===== config.mk =====
export PLATFORM = sky130hd
export DESIGN_NAME = isc_ctrl
export DESIGN_NICKNAME = d
export VERILOG_FILES = /design/src/core/isc_pkg.sv /design/src/core/isc_pin_detect.sv /design/src/core/isc_ctrl.sv
export VERILOG_INCLUDE_DIRS = /design/src /design/src/core
export SDC_FILE = /design/constraint.sdc
export NUM_CORES = 1
export LEC_CHECK = 0
export BUFFER_PORTS_ARGS = -buffer_cell sky130_fd_sc_hd__buf_2
export CAP_MARGIN = 5
export CORE_MARGIN = 1.5
export CORE_UTILIZATION = 30
export CTS_BUF_LIST = sky130_fd_sc_hd__clkbuf_16
export DETAILED_ROUTE_END_ITERATION = 6
export GPL_TIMING_DRIVEN = 1
export PLACE_DENSITY = 0.57
export SETUP_SLACK_MARGIN = 0.4
export SLEW_MARGIN = 10
export SYNTH_ARGS = -nofsm -noshare
export SYNTH_HDL_FRONTEND = slang
export SYNTH_SLANG_ARGS = --single-unit

===== constraint.sdc =====
create_clock -name clk -period 12.7 [get_ports clk]
set_input_delay 0.635 -clock clk [delete_from_list [all_inputs] [get_ports clk]]
set_output_delay 0.635 -clock clk [all_outputs]
set_load 0.01 [all_outputs]

===== src/core/isc_map.svh =====
// Purpose: named offsets, codes and counts of the interrupt/standby control
// Assumes: included by the package and by each design file that needs it
// Notes:   definitions only
`ifndef ISC_MAP_SVH
`define ISC_MAP_SVH

// request source count and vector count
`define ISC_NSRC        12
`define ISC_NVEC        9
`define ISC_NPIN        4

// source positions in the pending vector
`define ISC_SRC_PIN_A   4'h0
`define ISC_SRC_PIN_B   4'h1
`define ISC_SRC_PIN_C   4'h2
`define ISC_SRC_T0_LO   4'h3
`define ISC_SRC_PIN_D   4'h4
`define ISC_SRC_T0_HI   4'h5
`define ISC_SRC_T1_HI   4'h6
`define ISC_SRC_T1_LO   4'h7
`define ISC_SRC_SERIAL  4'h8
`define ISC_SRC_VSYNC   4'h9
`define ISC_SRC_ROW_END 4'hA
`define ISC_SRC_PORT0   4'hB

// vector numbers
`define ISC_VEC_PIN_A   4'h0
`define ISC_VEC_PIN_B   4'h1
`define ISC_VEC_PIN_C   4'h2
`define ISC_VEC_PIN_D   4'h3
`define ISC_VEC_T0_HI   4'h4
`define ISC_VEC_TIMER1  4'h5
`define ISC_VEC_SERIAL  4'h6
`define ISC_VEC_DISPLAY 4'h7
`define ISC_VEC_PORT0   4'h8

// vector entry addresses: first one fixed, the rest spaced by eight
`define ISC_VADDR_BASE  8'h03
`define ISC_VADDR_STEP  8'h08

// priority level codes
`define ISC_LVL_LOW     2'h0
`define ISC_LVL_HIGH    2'h1
`define ISC_LVL_TOP     2'h2
`define ISC_NLVL        3

`endif


===== src/core/isc_pkg.sv =====
// Purpose: types shared by the interrupt/standby control
// Assumes: isc_map.svh gives the counts
// Notes:   types only
`include "isc_map.svh"

package isc_pkg;

    // trigger choices of an external pin
    typedef enum logic [2:0] {
        ISC_TRIG_RISE,
        ISC_TRIG_FALL,
        ISC_TRIG_BOTH,
        ISC_TRIG_HIGH,
        ISC_TRIG_LOW
    } isc_trig_t;

    // request handed to the cpu core
    typedef struct packed {
        logic       valid;  // a request is presented
        logic [3:0] vec;    // vector number
        logic [7:0] addr;   // vector entry address
        logic [1:0] level;  // priority level of the request
        logic [3:0] src;    // source that won
    } isc_req_t;

    // one-cycle event pulses from the other on-chip blocks, except port0_cond, a level
    typedef struct packed {
        logic timer0_low_byte;
        logic timer0_high_byte;
        logic timer1_high_half;
        logic timer1_low_half;
        logic sync_serial_port;
        logic vertical_sync_in;
        logic row_end;
        logic port0_cond;   // level: port-0 interrupt condition present
    } isc_periph_t;

endpackage : isc_pkg


===== src/core/isc_pin_detect.sv =====
// Purpose: synchroniser and edge/level detector for one external pin
// Assumes: pin is asynchronous to clk
// Notes:   disallowed trigger choices raise nothing
`include "isc_map.svh"

module isc_pin_detect
    import isc_pkg::*;
#(
    parameter bit ALLOW_BOTH  = 1'b1,
    parameter bit ALLOW_LEVEL = 1'b1
) (
    input  wire logic      clk,
    input  wire logic      rst_n,
    input  wire logic      ce,
    input  wire logic      pin,
    input  wire isc_trig_t mode,
    output logic           hit,      // request this cycle
    output logic           lvl_match // selected level present now
);

    logic s1_q, s2_q, prev_q;     // sync stages and last sampled level
    logic s1_d, s2_d, prev_d;

    // next values: each stage advances only while ce is high; the decode looks at s2 and prev, never s1
    always_comb begin
        s1_d   = ce ? pin  : s1_q;
        s2_d   = ce ? s1_q : s2_q;
        prev_d = ce ? s2_q : prev_q;
    end

    always_ff @(posedge clk) begin
        // preload with the pin: a pin resting at its active level
        // would otherwise look like an edge right after release
        if (!rst_n) begin
            s1_q   <= pin;
            s2_q   <= pin;
            prev_q <= pin;
        end else begin
            s1_q   <= s1_d;
            s2_q   <= s2_d;
            prev_q <= prev_d;
        end
    end

    // trigger decode against the allowed set
    always_comb begin
        hit       = 1'b0;
        lvl_match = 1'b0;
        case (mode)
            ISC_TRIG_RISE: hit = s2_q & ~prev_q;
            ISC_TRIG_FALL: hit = ~s2_q & prev_q;
            ISC_TRIG_BOTH: hit = ALLOW_BOTH & (s2_q ^ prev_q);
            ISC_TRIG_HIGH: begin
                hit       = ALLOW_LEVEL & s2_q;
                lvl_match = ALLOW_LEVEL & s2_q;
            end
            ISC_TRIG_LOW: begin
                hit       = ALLOW_LEVEL & ~s2_q;
                lvl_match = ALLOW_LEVEL & ~s2_q;
            end
            default: hit = 1'b0;
        endcase
    end

endmodule : isc_pin_detect


===== src/core/isc_ctrl.sv =====
// Purpose: interrupt priority, vectoring and standby control of the mcu
// Assumes: cpu pulses ack for the presented request and ret at service end
// Notes:   all state freezes while ce is low
//          events that arrive while frozen are lost, not queued
//          a shared vector is retired one source at a time
//          pins are taken as asynchronous and pass two stages
//
// Overview of operation
// - three levels, higher level nests over lower
// - other sources choose low or high
// - pins a and b choose high or highest
// - twelve sources folded onto nine vectors
// - shared vectors for pin c/timer0, timer1, display
// - pin a edges or levels, vector 03h
// - pin b same choices as pin a
// - halt stops execution, any enabled request releases
// - deep standby stops both system oscillators
// - deep standby left by reset, pin level, port0
`include "isc_map.svh"

module isc_ctrl
    import isc_pkg::*;
(
    input  wire logic                     clk,
    input  wire logic                     rst_n,
    input  wire logic                     ce,
    // pin and event inputs
    input  wire logic [`ISC_NPIN-1:0]     ext_irq_pin,
    input  wire isc_trig_t [`ISC_NPIN-1:0] pin_trig,
    input  wire isc_periph_t              periph,
    // software controls
    input  wire logic [`ISC_NSRC-1:0]     src_enable,
    input  wire logic [`ISC_NSRC-1:0]     prio_up,
    input  wire logic [`ISC_NSRC-1:0]     sw_clear,
    // cpu handshake
    input  wire logic                     cpu_ack,
    input  wire logic                     cpu_ret,
    // standby commands
    input  wire logic                     halt_cmd,
    input  wire logic                     hold_cmd,
    // outputs, all registered
    output isc_req_t                      irq_q,
    output logic [`ISC_NSRC-1:0]          pending_q,
    output logic [`ISC_NLVL-1:0]          in_service_q,
    output logic                          halted_q,
    output logic                          held_q,
    output logic                          rc_osc_stop_q,
    output logic                          cf_osc_stop_q
);

    // internal nets; every output port above is a flip-flop
    logic [`ISC_NPIN-1:0] pin_hit;   // per-pin request pulse or level
    logic [`ISC_NPIN-1:0] pin_lvl;   // per-pin selected level present
    logic [`ISC_NSRC-1:0] src_set;   // set terms for the pending flags
    logic [`ISC_NSRC-1:0] pend_d;    // next pending flags
    logic [`ISC_NLVL-1:0] isr_d;     // next in-service levels
    isc_req_t             irq_d;     // next presented request
    logic                 halt_d;    // next halt state
    logic                 hold_d;    // next hold state

    // pins a, b: no dual edge
    // pins c, d: edges only
    // one detector per pin: a, b take levels, c, d take both edges
    genvar gi;
    generate
        // parameters bar the refused trigger choices per pin
        for (gi = 0; gi < `ISC_NPIN; gi++) begin : g_pin
            isc_pin_detect #(
                .ALLOW_BOTH  (gi >= 2),
                .ALLOW_LEVEL (gi < 2)
            ) u_det (
                .clk       (clk),
                .rst_n     (rst_n),
                .ce        (ce),
                .pin       (ext_irq_pin[gi]),
                .mode      (pin_trig[gi]),
                .hit       (pin_hit[gi]),
                .lvl_match (pin_lvl[gi])
            );
        end
    endgenerate

    // source level from the per-source choice
    function automatic logic [1:0] src_level(input int unsigned s, input logic up);
        // pins a, b: high or highest
        if (s == `ISC_SRC_PIN_A || s == `ISC_SRC_PIN_B) begin
            return up ? `ISC_LVL_TOP : `ISC_LVL_HIGH;
        end
        // others: low or high
        // the top level stays reserved for pins a and b
        return up ? `ISC_LVL_HIGH : `ISC_LVL_LOW;
    endfunction : src_level

    function automatic logic [3:0] src_vector(input int unsigned s);
        case (s)
            `ISC_SRC_PIN_A:   return `ISC_VEC_PIN_A;
            `ISC_SRC_PIN_B:   return `ISC_VEC_PIN_B;
            // pin c with timer0 low byte
            `ISC_SRC_PIN_C:   return `ISC_VEC_PIN_C;
            `ISC_SRC_T0_LO:   return `ISC_VEC_PIN_C;
            `ISC_SRC_PIN_D:   return `ISC_VEC_PIN_D;
            `ISC_SRC_T0_HI:   return `ISC_VEC_T0_HI;
            `ISC_SRC_T1_HI:   return `ISC_VEC_TIMER1;
            `ISC_SRC_T1_LO:   return `ISC_VEC_TIMER1;
            `ISC_SRC_SERIAL:  return `ISC_VEC_SERIAL;
            `ISC_SRC_VSYNC:   return `ISC_VEC_DISPLAY;
            `ISC_SRC_ROW_END: return `ISC_VEC_DISPLAY;
            // port0 and any unused code
            default:          return `ISC_VEC_PORT0;
        endcase
    endfunction : src_vector

    // vector entry address, first is 03h
    function automatic logic [7:0] vec_addr(input logic [3:0] v);
        logic [7:0] ofs;
        // entries sit one step apart after the fixed first one
        ofs = 8'(v) * `ISC_VADDR_STEP;
        return `ISC_VADDR_BASE + ofs;
    endfunction : vec_addr

    // gather set terms; port0 raises only on its rising condition
    logic port0_prev_q;
    logic port0_prev_d;
    always_comb begin
        src_set                   = '0;
        // pin detector outputs
        src_set[`ISC_SRC_PIN_A]   = pin_hit[0];
        src_set[`ISC_SRC_PIN_B]   = pin_hit[1];
        src_set[`ISC_SRC_PIN_C]   = pin_hit[2];
        src_set[`ISC_SRC_PIN_D]   = pin_hit[3];
        // peripheral pulses pass straight to the set terms
        src_set[`ISC_SRC_T0_LO]   = periph.timer0_low_byte;
        src_set[`ISC_SRC_T0_HI]   = periph.timer0_high_byte;
        src_set[`ISC_SRC_T1_HI]   = periph.timer1_high_half;
        src_set[`ISC_SRC_T1_LO]   = periph.timer1_low_half;
        src_set[`ISC_SRC_SERIAL]  = periph.sync_serial_port;
        src_set[`ISC_SRC_VSYNC]   = periph.vertical_sync_in;
        src_set[`ISC_SRC_ROW_END] = periph.row_end;
        src_set[`ISC_SRC_PORT0]   = periph.port0_cond & ~port0_prev_q;
    end

    // port0 edge memory: a held condition raises one request only
    always_comb begin
        port0_prev_d = port0_prev_q;
        // frozen with the rest while ce is low
        if (ce) begin
            port0_prev_d = periph.port0_cond;
        end
    end

    // pending flags: held until serviced or cleared
    // set wins: an event in the clearing cycle is kept
    always_comb begin
        pend_d = pending_q;
        if (ce) begin
            // software clear first
            pend_d = pending_q & ~sw_clear;
            // ack retires only the winner of a shared vector
            if (cpu_ack && irq_q.valid) begin
                pend_d[irq_q.src] = 1'b0;
            end
            // new events last, so they survive both clears
            pend_d = pend_d | src_set;
        end
    end

    // service levels: return ends the innermost level
    always_comb begin
        isr_d = in_service_q;
        if (ce) begin
            if (cpu_ret) begin
                if (in_service_q[`ISC_LVL_TOP]) begin
                    isr_d[`ISC_LVL_TOP] = 1'b0;
                end else if (in_service_q[`ISC_LVL_HIGH]) begin
                    isr_d[`ISC_LVL_HIGH] = 1'b0;
                end else begin
                    isr_d[`ISC_LVL_LOW] = 1'b0;
                end
            end
            // ack applied last: a level opened now survives a return
            if (cpu_ack && irq_q.valid) begin
                isr_d[irq_q.level] = 1'b1;
            end
        end
    end

    // pick highest level above all in service
    // lower source number wins within a level
    always_comb begin
        logic [1:0]  best_lvl;
        logic        found;
        logic [1:0]  lv;
        best_lvl = `ISC_LVL_LOW;
        found    = 1'b0;
        lv       = `ISC_LVL_LOW;
        // ce low: the presented request is frozen too
        irq_d    = irq_q;
        if (ce) begin
            // rebuilt every cycle; a cleared source drops out at once
            irq_d = '0;
            // ascending scan: lower source wins a tie in level
            for (int s = 0; s < `ISC_NSRC; s++) begin
                // equal level to one in service waits: no self-nesting
                lv = src_level(s, prio_up[s]);
                if (pend_d[s] && src_enable[s] && ((isr_d >> lv) == '0)
                    && (!found || lv > best_lvl)) begin
                    found       = 1'b1;
                    best_lvl    = lv;
                    irq_d.valid = 1'b1;
                    irq_d.level = lv;
                    irq_d.src   = 4'(s);
                    irq_d.vec   = src_vector(s);
                    irq_d.addr  = vec_addr(src_vector(s));
                end
            end
        end
    end

    // standby states
    always_comb begin
        halt_d = halted_q;
        hold_d = held_q;
        if (ce) begin
            // wake terms win over entry commands in the same cycle
            // any enabled request ends halt
            // halt_cmd with a request already waiting is ignored
            if (|(pend_d & src_enable)) begin
                halt_d = 1'b0;
            end else if (halt_cmd) begin
                halt_d = 1'b1;
            end
            // pin a/b level or port0 ends hold
            // limitation: pins a, b wake only from a level mode
            if (pin_lvl[0] || pin_lvl[1] || periph.port0_cond) begin
                hold_d = 1'b0;
            end else if (hold_cmd) begin
                hold_d = 1'b1;
            end
        end
    end

    // pending register
    // flags survive ce low and clear only on reset here
    always_ff @(posedge clk) begin
        if (!rst_n) begin
            pending_q <= '0;
        end else begin
            pending_q <= pend_d;
        end
    end

    // in-service register
    // one bit per level, so nesting depth is at most three
    always_ff @(posedge clk) begin
        if (!rst_n) begin
            in_service_q <= '0;
        end else begin
            in_service_q <= isr_d;
        end
    end

    // presented request register
    // cpu sees a settled request one edge after its event
    always_ff @(posedge clk) begin
        if (!rst_n) begin
            irq_q <= '0;
        end else begin
            irq_q <= irq_d;
        end
    end

    // port0 edge memory register
    always_ff @(posedge clk) begin
        if (!rst_n) begin
            port0_prev_q <= 1'b0;
        end else begin
            port0_prev_q <= port0_prev_d;
        end
    end

    // standby registers; reset is the remaining release path
    always_ff @(posedge clk) begin
        if (!rst_n) begin
            halted_q      <= 1'b0;
            held_q        <= 1'b0;
            rc_osc_stop_q <= 1'b0;
            cf_osc_stop_q <= 1'b0;
        end else begin
            // halt and hold follow their next values
            halted_q      <= halt_d;
            held_q        <= hold_d;
            // both oscillators stop in hold
            // limitation: no restart settling wait is modelled here
            rc_osc_stop_q <= hold_d;
            cf_osc_stop_q <= hold_d;
        end
    end

endmodule : isc_ctrl


==> impl_metrics.csv, run 1 <==
group,metric,value,unit
run_status,run_status,"completed",
drt,vias,3627,
synthesis,synth.most_common_cell,"nand2_1",
job,max_cap_viol_count,0,
sta,drv_slew,0,
power_and_ir_drop,peakVddDrop,0.0645,mV
sta,rsz0062_at_grt,"true",
die,die_x,107,um
synthesis,synth_top_area_share,0.178,
power_and_ir_drop,powerDensity,119,nW/um^2
die,die-area,11500,sq um
synthesis,avgSynthCellArea,8.28,sq um
drt,wl_per_cell,16.8,um
global_routing,antenna_found_initial,0,
die,ioPinCount,105,
sta,final.setup_skew,0.00435,ns
die,start_util,0.313,
cts,cts_buffer_depth,2,
cts,path_clk_slew,0.06,ns
drt,ant_nets,0,
critical_path,end_kind,"flip-flop",
global_routing,grt_max_degree,40,
cells_and_area,drive_above_1_share,0.410,
sta,setup_tns,0,ns
global_routing,grt_pass1_wl,17100,um
synthesis,ys_ff_latch,41,
global_routing,grt_overflow,0,
cells_and_area,nets,616,
die,die_h,107,um
synthesis,synth_area_leaders,"dfxtp_1, edfxtp_1, ha_1",
drt,first_iter_violations,247,
sta,worst_pin_slew,0.747,ns
worst_hold_path,hold_class,"reg -> reg",
cts,cts_hold_buffers,0,
cells_and_area,stdcell_count,670,
global_routing,grt_usage,0.189,
synthesis,syn_area,3270,sq um
placement,io_buffers,102,
synthesis,synth_edf_count,12,
critical_path,cp_max_fo,6,
sta,hold_ws,0.486,ns
drt,vias_per_cell,5.41,
synthesis,ys_seq_area_frac,0.288,
critical_path,cp.required,12.87,ns
drt,routed_wl,11300,um
sta,slew_headroom,0.497,
cts,cts_sinks,41,
cts,insertion_delay,0.28,ns
critical_path,crit_path_top_delay_cell,"or4b_4",
synthesis,ys_warn_count,0,
sta,setup_viol,0,
sta,hold_viol,0,
cells_and_area,syn_to_final_growth,46.6,%
critical_path,cp.arrival,12.27,ns
cts,numCtsBuffers,5,
cts,cts-root-buf,"clkbuf_16",
critical_path,crit_top_cell,"ha_4",
die,core_area,10500,sq um
sta,period_needed,12.09,ns
synthesis,synthArstFlopShare,0,
synthesis,synthFlopType,"dfxtp_1",
drt,drc,0,
drt,firstDrtPassIters,4,
cts,tritoncts,"built",
synthesis,synth_top_area_cell,"dfxtp_1",
placement,gp_congestion,0.874,
synthesis,synth_cells,395,
synthesis,yosys.cell_types.count,74,
die,rows,37,
cts,htreeDepth,2,
sta,period_share,0.952,
critical_path,slowest_delay,0.56,ns
global_routing,grt_pass1_vias,3354,
placement,place_inst,638,
power_and_ir_drop,leakage,2.15,nW
placement,dpl.hpwl,8570,um
critical_path,cp-start-kind,"primary input",
sta,fmax,82.7,MHz
critical_path,critical_path_class,"in -> reg",
cells_and_area,antennaDiodeCount,0,
synthesis,synth_common_cells,"nand2_1, dfxtp_1, inv_1",
==> power by group <==
group          leakage [nW]  internal, mW  switching [mW]
Combinational          1.71         0.135           0.133
Clock                0.0775        0.0920          0.0525
Sequential            0.362         0.148          0.0118
Total                  2.15         0.375           0.197
==> worst max-delay path: cells and delay by family <==
kind	cells	cell delay (ns)
buffers and inverters	3	0.36
adder cells (fa/ha/maj)	11	2.80
AO/OA/AOI/OAI	21	3.17
AND/OR/NAND/NOR	24	4.62
multiplexers	2	0.65
==> flip-flops by register name (all words and copies together), names as in the netlist <==
| register | cells |
|---|---|
| halted_q | 1 |
| cf_osc_stop_q | 1 |
| g_pin.u_det.s2_q | 4 |
| port0_prev_q | 1 |
| irq_q | 11 |
| in_service_q | 3 |
| g_pin.u_det.s1_q | 4 |
| pending_q | 12 |
| g_pin.u_det.prev_q | 4 |
==> logic make-up after synthesis <==
kind of cell             after synthesis  synth area share
AO/OA/AOI/OAI                        121             0.286
flip-flops                            41             0.288
other                                  1           0.00115
multiplexers                           6            0.0191
buffers and inverters                 47            0.0669
AND/OR/NAND/NOR                      163             0.278
adder cells (fa/ha/maj)               16            0.0612
==> through the flow <==
| stage | power [mW] | cell area (sq um) | utilization | setup slack (ns) |
|---|---|---|---|---|
| 2_1_floorplan | 0.292 | 3390 | - | 0.414 |
| 3_3_place_gp | 0.355 | 4130 | 0.395 | -0.0537 |
| 3_5_place_dp | 0.359 | 4130 | 0.395 | -0.269 |
| 4_1_cts | 0.527 | 4490 | 0.429 | 0.403 |
| 5_1_grt | 0.603 | 4790 | 0.458 | 0.0346 |
| 6_report | 0.572 | 4790 | 0.458 | 0.606 |
==> final timing paths <==
| path | startpoint | endpoint | slack, ns | cells after the start |
|---|---|---|---|---|
| max | pin_trig[1] | irq_q[12] | 0.61 | 61 |
| min | irq_q[16] | irq_q[16] | 0.49 | 1 |
| max reg2reg | g_pin[0].u_det.s2_q | irq_q[12] | 0.63 | 60 |
| min reg2reg | irq_q[16] | irq_q[16] | 0.49 | 1 |
==> cells in the final DEF (no fill, tap or decap), types with 3 or more instances in the layout <==
master / instances
buf_2: 100
buf_4: 49
nand2_1: 41
dfxtp_1: 29
inv_1: 23
and2_1: 17
o21ai_0: 17
nor2_1: 15
nor2b_1: 12
edfxtp_1: 12
nand2b_1: 10
o21a_1: 9
ha_1: 9
nand3_1: 7
a32o_1: 7
a21oi_1: 7
ha_4: 7
nand4b_1: 6
a211oi_1: 6
nand4_1: 5
o21ai_1: 5
nor2_4: 5
clkbuf_16: 5
a32oi_1: 4
a21oi_4: 4
nor3_1: 4
o211ai_1: 4
o211a_1: 4
a22o_1: 4
mux2i_1: 4
or4b_1: 3
a21boi_1: 3
nor3_2: 3
and2_4: 3
a21oi_2: 3
a21o_1: 3
a31oi_1: 3
==> per-layer routing <==
metal / wire length, um / vias up / part of all wire / GRT usage
met5: 0 / - / 0 / 0
met4: 133 / 0 / 0.012 / 0.0470
met3: 746 / 10 / 0.066 / 0.0315
met2: 5210 / 147 / 0.46 / 0.311
met1: 5160 / 1718 / 0.46 / 0.257
li1: - / 1752 / - / -
==> area by class of cell <==
type / count / area (sq um)
clock buffer: 5 / 125
clock inverter: 3 / 41.3
fill: 1046 / 5670
inverter: 25 / 93.8
multi-input combinational: 308 / 2520
sequential: 41 / 941
tap: 136 / 170
timing repair buffer: 152 / 906
==> timing repair <==
item | in CTS | in global routing
setup endpoints to repair | 10 | 10
pin swaps | 23 | 53
buffers inserted | 13 | 11
gates resized for setup | 14 | 41
Note: power is estimated with default switching activity, not from simulation.
==> run 2: changes to the inputs <==
--- a/config.mk
+++ b/config.mk
@@ -8,12 +8,14 @@
 export LEC_CHECK = 0
 export BUFFER_PORTS_ARGS = -buffer_cell sky130_fd_sc_hd__buf_2
 export CAP_MARGIN = 5
+export CELL_PAD_IN_SITES_DETAIL_PLACEMENT = 2
+export CELL_PAD_IN_SITES_GLOBAL_PLACEMENT = 2
 export CORE_MARGIN = 1.5
-export CORE_UTILIZATION = 30
+export CORE_UTILIZATION = 26
 export CTS_BUF_LIST = sky130_fd_sc_hd__clkbuf_16
 export DETAILED_ROUTE_END_ITERATION = 6
 export GPL_TIMING_DRIVEN = 1
-export PLACE_DENSITY = 0.57
+export PLACE_DENSITY = 0.79
 export SETUP_SLACK_MARGIN = 0.4
 export SLEW_MARGIN = 10
 export SYNTH_ARGS = -nofsm -noshare
==> run 2 against run 1 <==
Against the previous run: combinational power grew 9.7%; clock skew is 0.0012 ns higher; first-iteration DRC count down 44%; non-clock buffer count rose by 4; hold slack better by 0.018 ns; die area up 15%; maximum frequency is 2.4% lower; largest cell class unchanged; largest power group unchanged; sequential share of layout area is 0.27 points lower; critical endpoint unchanged; highest routed layer unchanged; cell count up 5.4%; total power rose by 0.54%.
==> impl_metrics.csv, run 2 (synthesized netlist as in run 1, its figures left out) <==
group,metric,value,unit
critical_path,cp-start-kind,"primary input",
critical_path,cp.arrival,12.56,ns
die,die_h,115,um
cells_and_area,final_cell_mix,"buf_2, buf_4, nand2_1",
drt,routed_wl,14900,um
critical_path,end_kind,"flip-flop",
critical_path,crit_path_top_delay_cell,"or4b_4",
sta,rsz0062_at_grt,"true",
power_and_ir_drop,leakage,2.18,nW
drt,ant_nets,0,
sta,worst_pin_slew,0.777,ns
drt,vias,3800,
global_routing,grt_pass1_vias,4175,
sta,period_needed,12.39,ns
cells_and_area,reg_top3,"pending_q (12), irq_q (11)",
die,core_area,12200,sq um
cts,tritoncts,"built",
sta,hold_ws,0.504,ns
sta,period_share,0.975,
drt,first_iter_violations,138,
cells_and_area,top_register,"pending_q",
sta,hold_viol,0,
drt,wl_per_cell,21.2,um
cells_and_area,antennaDiodeCount,0,
power_and_ir_drop,peakVddDrop,0.0502,mV
placement,dpl.hpwl,10300,um
cells_and_area,layout_commonest_cell,"buf_2",
cells_and_area,syn_to_final_growth,48.6,%
job,max_cap_viol_count,0,
power_and_ir_drop,powerDensity,118,nW/um^2
sta,drv_slew,0,
power_and_ir_drop,power,0.575,mW
die,die_x,115,um
cts,numCtsBuffers,5,
sta,fmax,80.7,MHz
cts,insertion_delay,0.29,ns
sta,slew_headroom,0.476,
die,die-area,13300,sq um
drt,vias_per_cell,5.38,
cts,cts_sinks,41,
cells_and_area,fin_util,0.400,
sta,setup_viol,0,
cells_and_area,largest_reg_flops,12,
die,ioPinCount,105,
critical_path,cp_max_fo,6,
cells_and_area,num-fill-cells,1377,
die,rows,40,
cells_and_area,nets,620,
cells_and_area,drive_above_1_share,0.431,
run_status,run_status,"completed",
cts,cts_hold_buffers,0,
placement,io_buffers,102,
drt,firstDrtPassIters,4,
sta,final.setup_skew,0.00550,ns
critical_path,slowest_delay,0.56,ns
global_routing,antenna_found_initial,0,
cts,path_clk_slew,0.06,ns
drt,drc,0,
critical_path,critical_path_class,"in -> reg",
critical_path,crit_top_cell,"ha_4",
global_routing,grt_pass1_wl,22300,um
critical_path,cp.required,12.87,ns
cts,cts_buffer_depth,2,
global_routing,grt_max_degree,40,
worst_hold_path,hold_class,"reg -> reg",
cts,htreeDepth,2,
placement,gp_congestion,0.876,
die,start_util,0.269,
global_routing,grt_usage,0.217,
cts,cts-root-buf,"clkbuf_16",
global_routing,grt_overflow,0,
[run 2: cell type report]
cell class              instances  area [sq um]  share of cell area
multi-input cells             308          2550               0.526
repair buffers                156           922               0.190
flip-flops and latches         41           941               0.194
clock buffers                   5           125              0.0257
inverters                      25          93.8              0.0193
well taps                     168           210              0.0432
clock inverters                 3          13.8             0.00283
[run 2: where the power goes]
group / leakage (nW) / switching (mW) / internal (mW)
clock: 0.0748 / 0.0521 / 0.0714
combinational: 1.74 / 0.155 / 0.138
sequential: 0.362 / 0.0101 / 0.148
total: 2.18 / 0.218 / 0.358
[run 2: per-stage QoR]
step,cells,cell area (sq um),setup TNS [ns],setup slack [ns]
3_3_place_gp,666,4140,-0.215,-0.0679
6_report,706,4860,0,0.314
4_1_cts,697,4670,0,0.412
5_1_grt,706,4860,-0.944,-0.162
3_5_place_dp,666,4140,-6.40,-0.716
2_1_floorplan,396,3390,0,0.414
[run 2: path summary, 6_finish.rpt]
check | slack, ns | depth (start not counted) | startpoint | end
max | 0.31 | 58 | pin_trig[0] | irq_q[12]
min | 0.50 | 1 | irq_q[16] | irq_q[16]
max reg2reg | 0.34 | 57 | g_pin[0].u_det.s2_q | irq_q[12]
min reg2reg | 0.50 | 1 | irq_q[16] | irq_q[16]
[run 2: critical path, delay by kind of cell]
| kind | cells | cell delay, ns |
|---|---|---|
| compound gates | 23 | 4.17 |
| fa+ha+maj | 11 | 2.64 |
| mux | 2 | 0.65 |
| buf+inv | 2 | 0.31 |
| simple gates | 20 | 4.13 |
[run 2: repair_timing]
item                                    CTS  global route
endpoints found under the setup margin   10            10
setup buffers                            23             9
pin swaps                                48            32
gates resized for setup                  36            25
[run 2: layer usage]
layer  track usage  wire, um
met1         0.262      6320
met2         0.397      7770
met3        0.0248       511
met4        0.0782       331
met5             0         0
==> run 3: changes to the inputs <==
--- a/config.mk
+++ b/config.mk
@@ -10,7 +10,6 @@
 export CAP_MARGIN = 5
 export CELL_PAD_IN_SITES_DETAIL_PLACEMENT = 2
 export CELL_PAD_IN_SITES_GLOBAL_PLACEMENT = 2
-export CORE_MARGIN = 1.5
 export CORE_UTILIZATION = 26
 export CTS_BUF_LIST = sky130_fd_sc_hd__clkbuf_16
 export DETAILED_ROUTE_END_ITERATION = 6
==> run 3 against run 2 <==
Against the previous run: setup slack worse by 0.076 ns; design area up 0.80%; flip-flop and latch count unchanged; sequential power about the same; sequential share of layout area down 0.15 points; via count down 1.4%; maximum frequency down 0.61%; non-clock buffer count up 6; clock skew about the same; largest cell class unchanged; register-to-register slack worse by 0.10 ns; core utilization up 0.49 points; wire length down 1.4%.
==> impl_metrics.csv, run 3 (synthesized netlist as in run 1, its figures left out) <==
group,metric,value,unit
critical_path,cp-start-kind,"primary input",
power_and_ir_drop,p_seq_frac,0.273,
sta,period_needed,12.46,ns
job,max_cap_viol_count,0,
cts,insertion_delay,0.28,ns
placement,gp_congestion,0.847,
critical_path,r2r_cells,59,
drt,first_iter_violations,171,
drt,ant_nets,0,
critical_path,slowest_delay,0.56,ns
global_routing,grt_max_degree,40,
cells_and_area,drive_above_1_share,0.430,
power_and_ir_drop,powerDensity,119,nW/um^2
sta,worst_pin_slew,0.719,ns
cts,cts-root-buf,"clkbuf_16",
placement,io_buffers,102,
placement,dp_slack,-0.479,ns
cts,cts_buffer_depth,2,
cts,cts_sinks,41,
critical_path,end_kind,"flip-flop",
die,die_h,114,um
sta,rsz0062_at_grt,"true",
cells_and_area,largest_reg_flops,12,
placement,dpl.hpwl,10400,um
power_and_ir_drop,peakVddDrop,0.0522,mV
die,die_x,114,um
critical_path,crit_top_cell,"ha_4",
drt,vias_per_cell,5.26,
cells_and_area,reg_top3,"pending_q (12), irq_q (11)",
die,ioPinCount,105,
die,start_util,0.270,
cells_and_area,final_cell_mix,"buf_2, buf_4, nand2_1",
drt,vias,3748,
worst_hold_path,hold_class,"reg -> reg",
sta,drv_slew,0,
sta,fmax,80.2,MHz
sta,fin_ws,0.238,ns
sta,hold_viol,0,
global_routing,grt_usage,0.210,
global_routing,antenna_found_initial,0,
critical_path,cp_max_fo,6,
power_and_ir_drop,p_sw_frac,0.369,
cells_and_area,nets,626,
sta,setup_tns,0,ns
power_and_ir_drop,intPower,0.369,mW
sta,slew_headroom,0.517,
drt,firstDrtPassIters,4,
global_routing,grt_pass1_wl,21300,um
cells_and_area,layout_commonest_cell,"buf_2",
critical_path,crit_path_top_delay_cell,"or4b_4",
die,core_area,12100,sq um
drt,wl_per_cell,20.7,um
drt,drc,0,
sta,setup_viol,0,
power_and_ir_drop,leakage,2.21,nW
cts,tritoncts,"built",
critical_path,cp.required,12.93,ns
critical_path,cp-endpoint,"irq_q[4]",
critical_path,critical_path_class,"in -> reg",
cells_and_area,antennaDiodeCount,0,
power_and_ir_drop,power,0.584,mW
critical_path,r2r_setup_slack,0.24,ns
critical_path,r2r_end,"irq_q[4]",
critical_path,r2r-start,"g_pin[0].u_det.s2_q",
die,die-area,13000,sq um
cells_and_area,top_register,"pending_q",
sta,hold_ws,0.504,ns
cts,htreeDepth,2,
power_and_ir_drop,pwr-share-comb,0.521,
sta,period_share,0.981,
global_routing,grt_pass1_vias,4006,
sta,final.setup_skew,0.00502,ns
die,rows,40,
critical_path,cp.arrival,12.69,ns
power_and_ir_drop,clkPwrFrac,0.205,
run_status,run_status,"completed",
global_routing,grt_overflow,0,
cells_and_area,syn_to_final_growth,49.8,%
critical_path,crit_start,"pin_trig[0]",
cts,numCtsBuffers,5,
drt,routed_wl,14700,um
power_and_ir_drop,netSwitchingPower,0.215,mW
cells_and_area,fin_util,0.405,
cts,cts_hold_buffers,0,
cts,path_clk_slew,0.06,ns
## run 3: cell types whose count changed in the layout (fill, tap and decap cells not counted), moves of 2 or more
cell and delta:
a31oi_1 +2, buf_4 +6, inv_1 +2, nor2_2 +2
a31oi_2 -2, nor2_4 -3, clkinv_2 -2
## run 3: cell type report
cell class                      count  area (sq um)
Clock buffer                        5           125
Fill cell                        1387          7210
Multi-Input combinational cell    308          2540
Clock inverter                      3          11.3
Timing Repair Buffer              162           973
Sequential cell                    41           941
Tap cell                          168           210
Inverter                           25          93.8
## run 3: routing by layer
metal  routed length (um)  global-route usage
met5                    0                   0
met2                 7620               0.381
met1                 6420               0.261
met4                  305              0.0537
met3                  363              0.0270
## run 3: stage by stage
| step | cell area, sq um | std cells |
|---|---|---|
| finish | 4900 | 712 |
| CTS | 4570 | 699 |
| floorplan | 3390 | 396 |
| global placement | 4180 | 671 |
| global route | 4900 | 712 |
| detailed placement | 4180 | 671 |
## run 3: timing repair
| action | in CTS | in global routing |
|---|---|---|
| buffers inserted | 20 | 13 |
| gates resized for setup | 19 | 41 |
| pin swaps | 32 | 53 |
| endpoints found under the setup margin | 10 | 10 |
## run 3: worst min-delay path by stage
stage	start	end	cells past startpoint	slack (ns)
after global placement	irq_q[15]	irq_q[15]	2	0.47
after CTS	irq_q[16]	irq_q[16]	1	0.50
after floorplan	port0_prev_q	port0_prev_q	2	0.48
final	irq_q[16]	irq_q[16]	1	0.50
after detailed placement	irq_q[16]	irq_q[16]	1	0.48
after global routing	irq_q[16]	irq_q[16]	1	0.53
## run 3: power groups by stage
stage	Sequential (mW)	Combinational [mW]	Clock, mW
after floorplan	0.163	0.129	0
after global placement	0.161	0.197	0
after detailed placement	0.162	0.208	0
after CTS	0.160	0.244	0.122
after global routing	0.161	0.325	0.127
final	0.160	0.304	0.120
## run 3: critical path: cells and delay by family
kind            cells  cell delay [ns]
compound gates     23             3.84
fa+ha+maj          11             2.80
buf+inv             1             0.10
mux                 2             0.66
simple gates       23             4.63
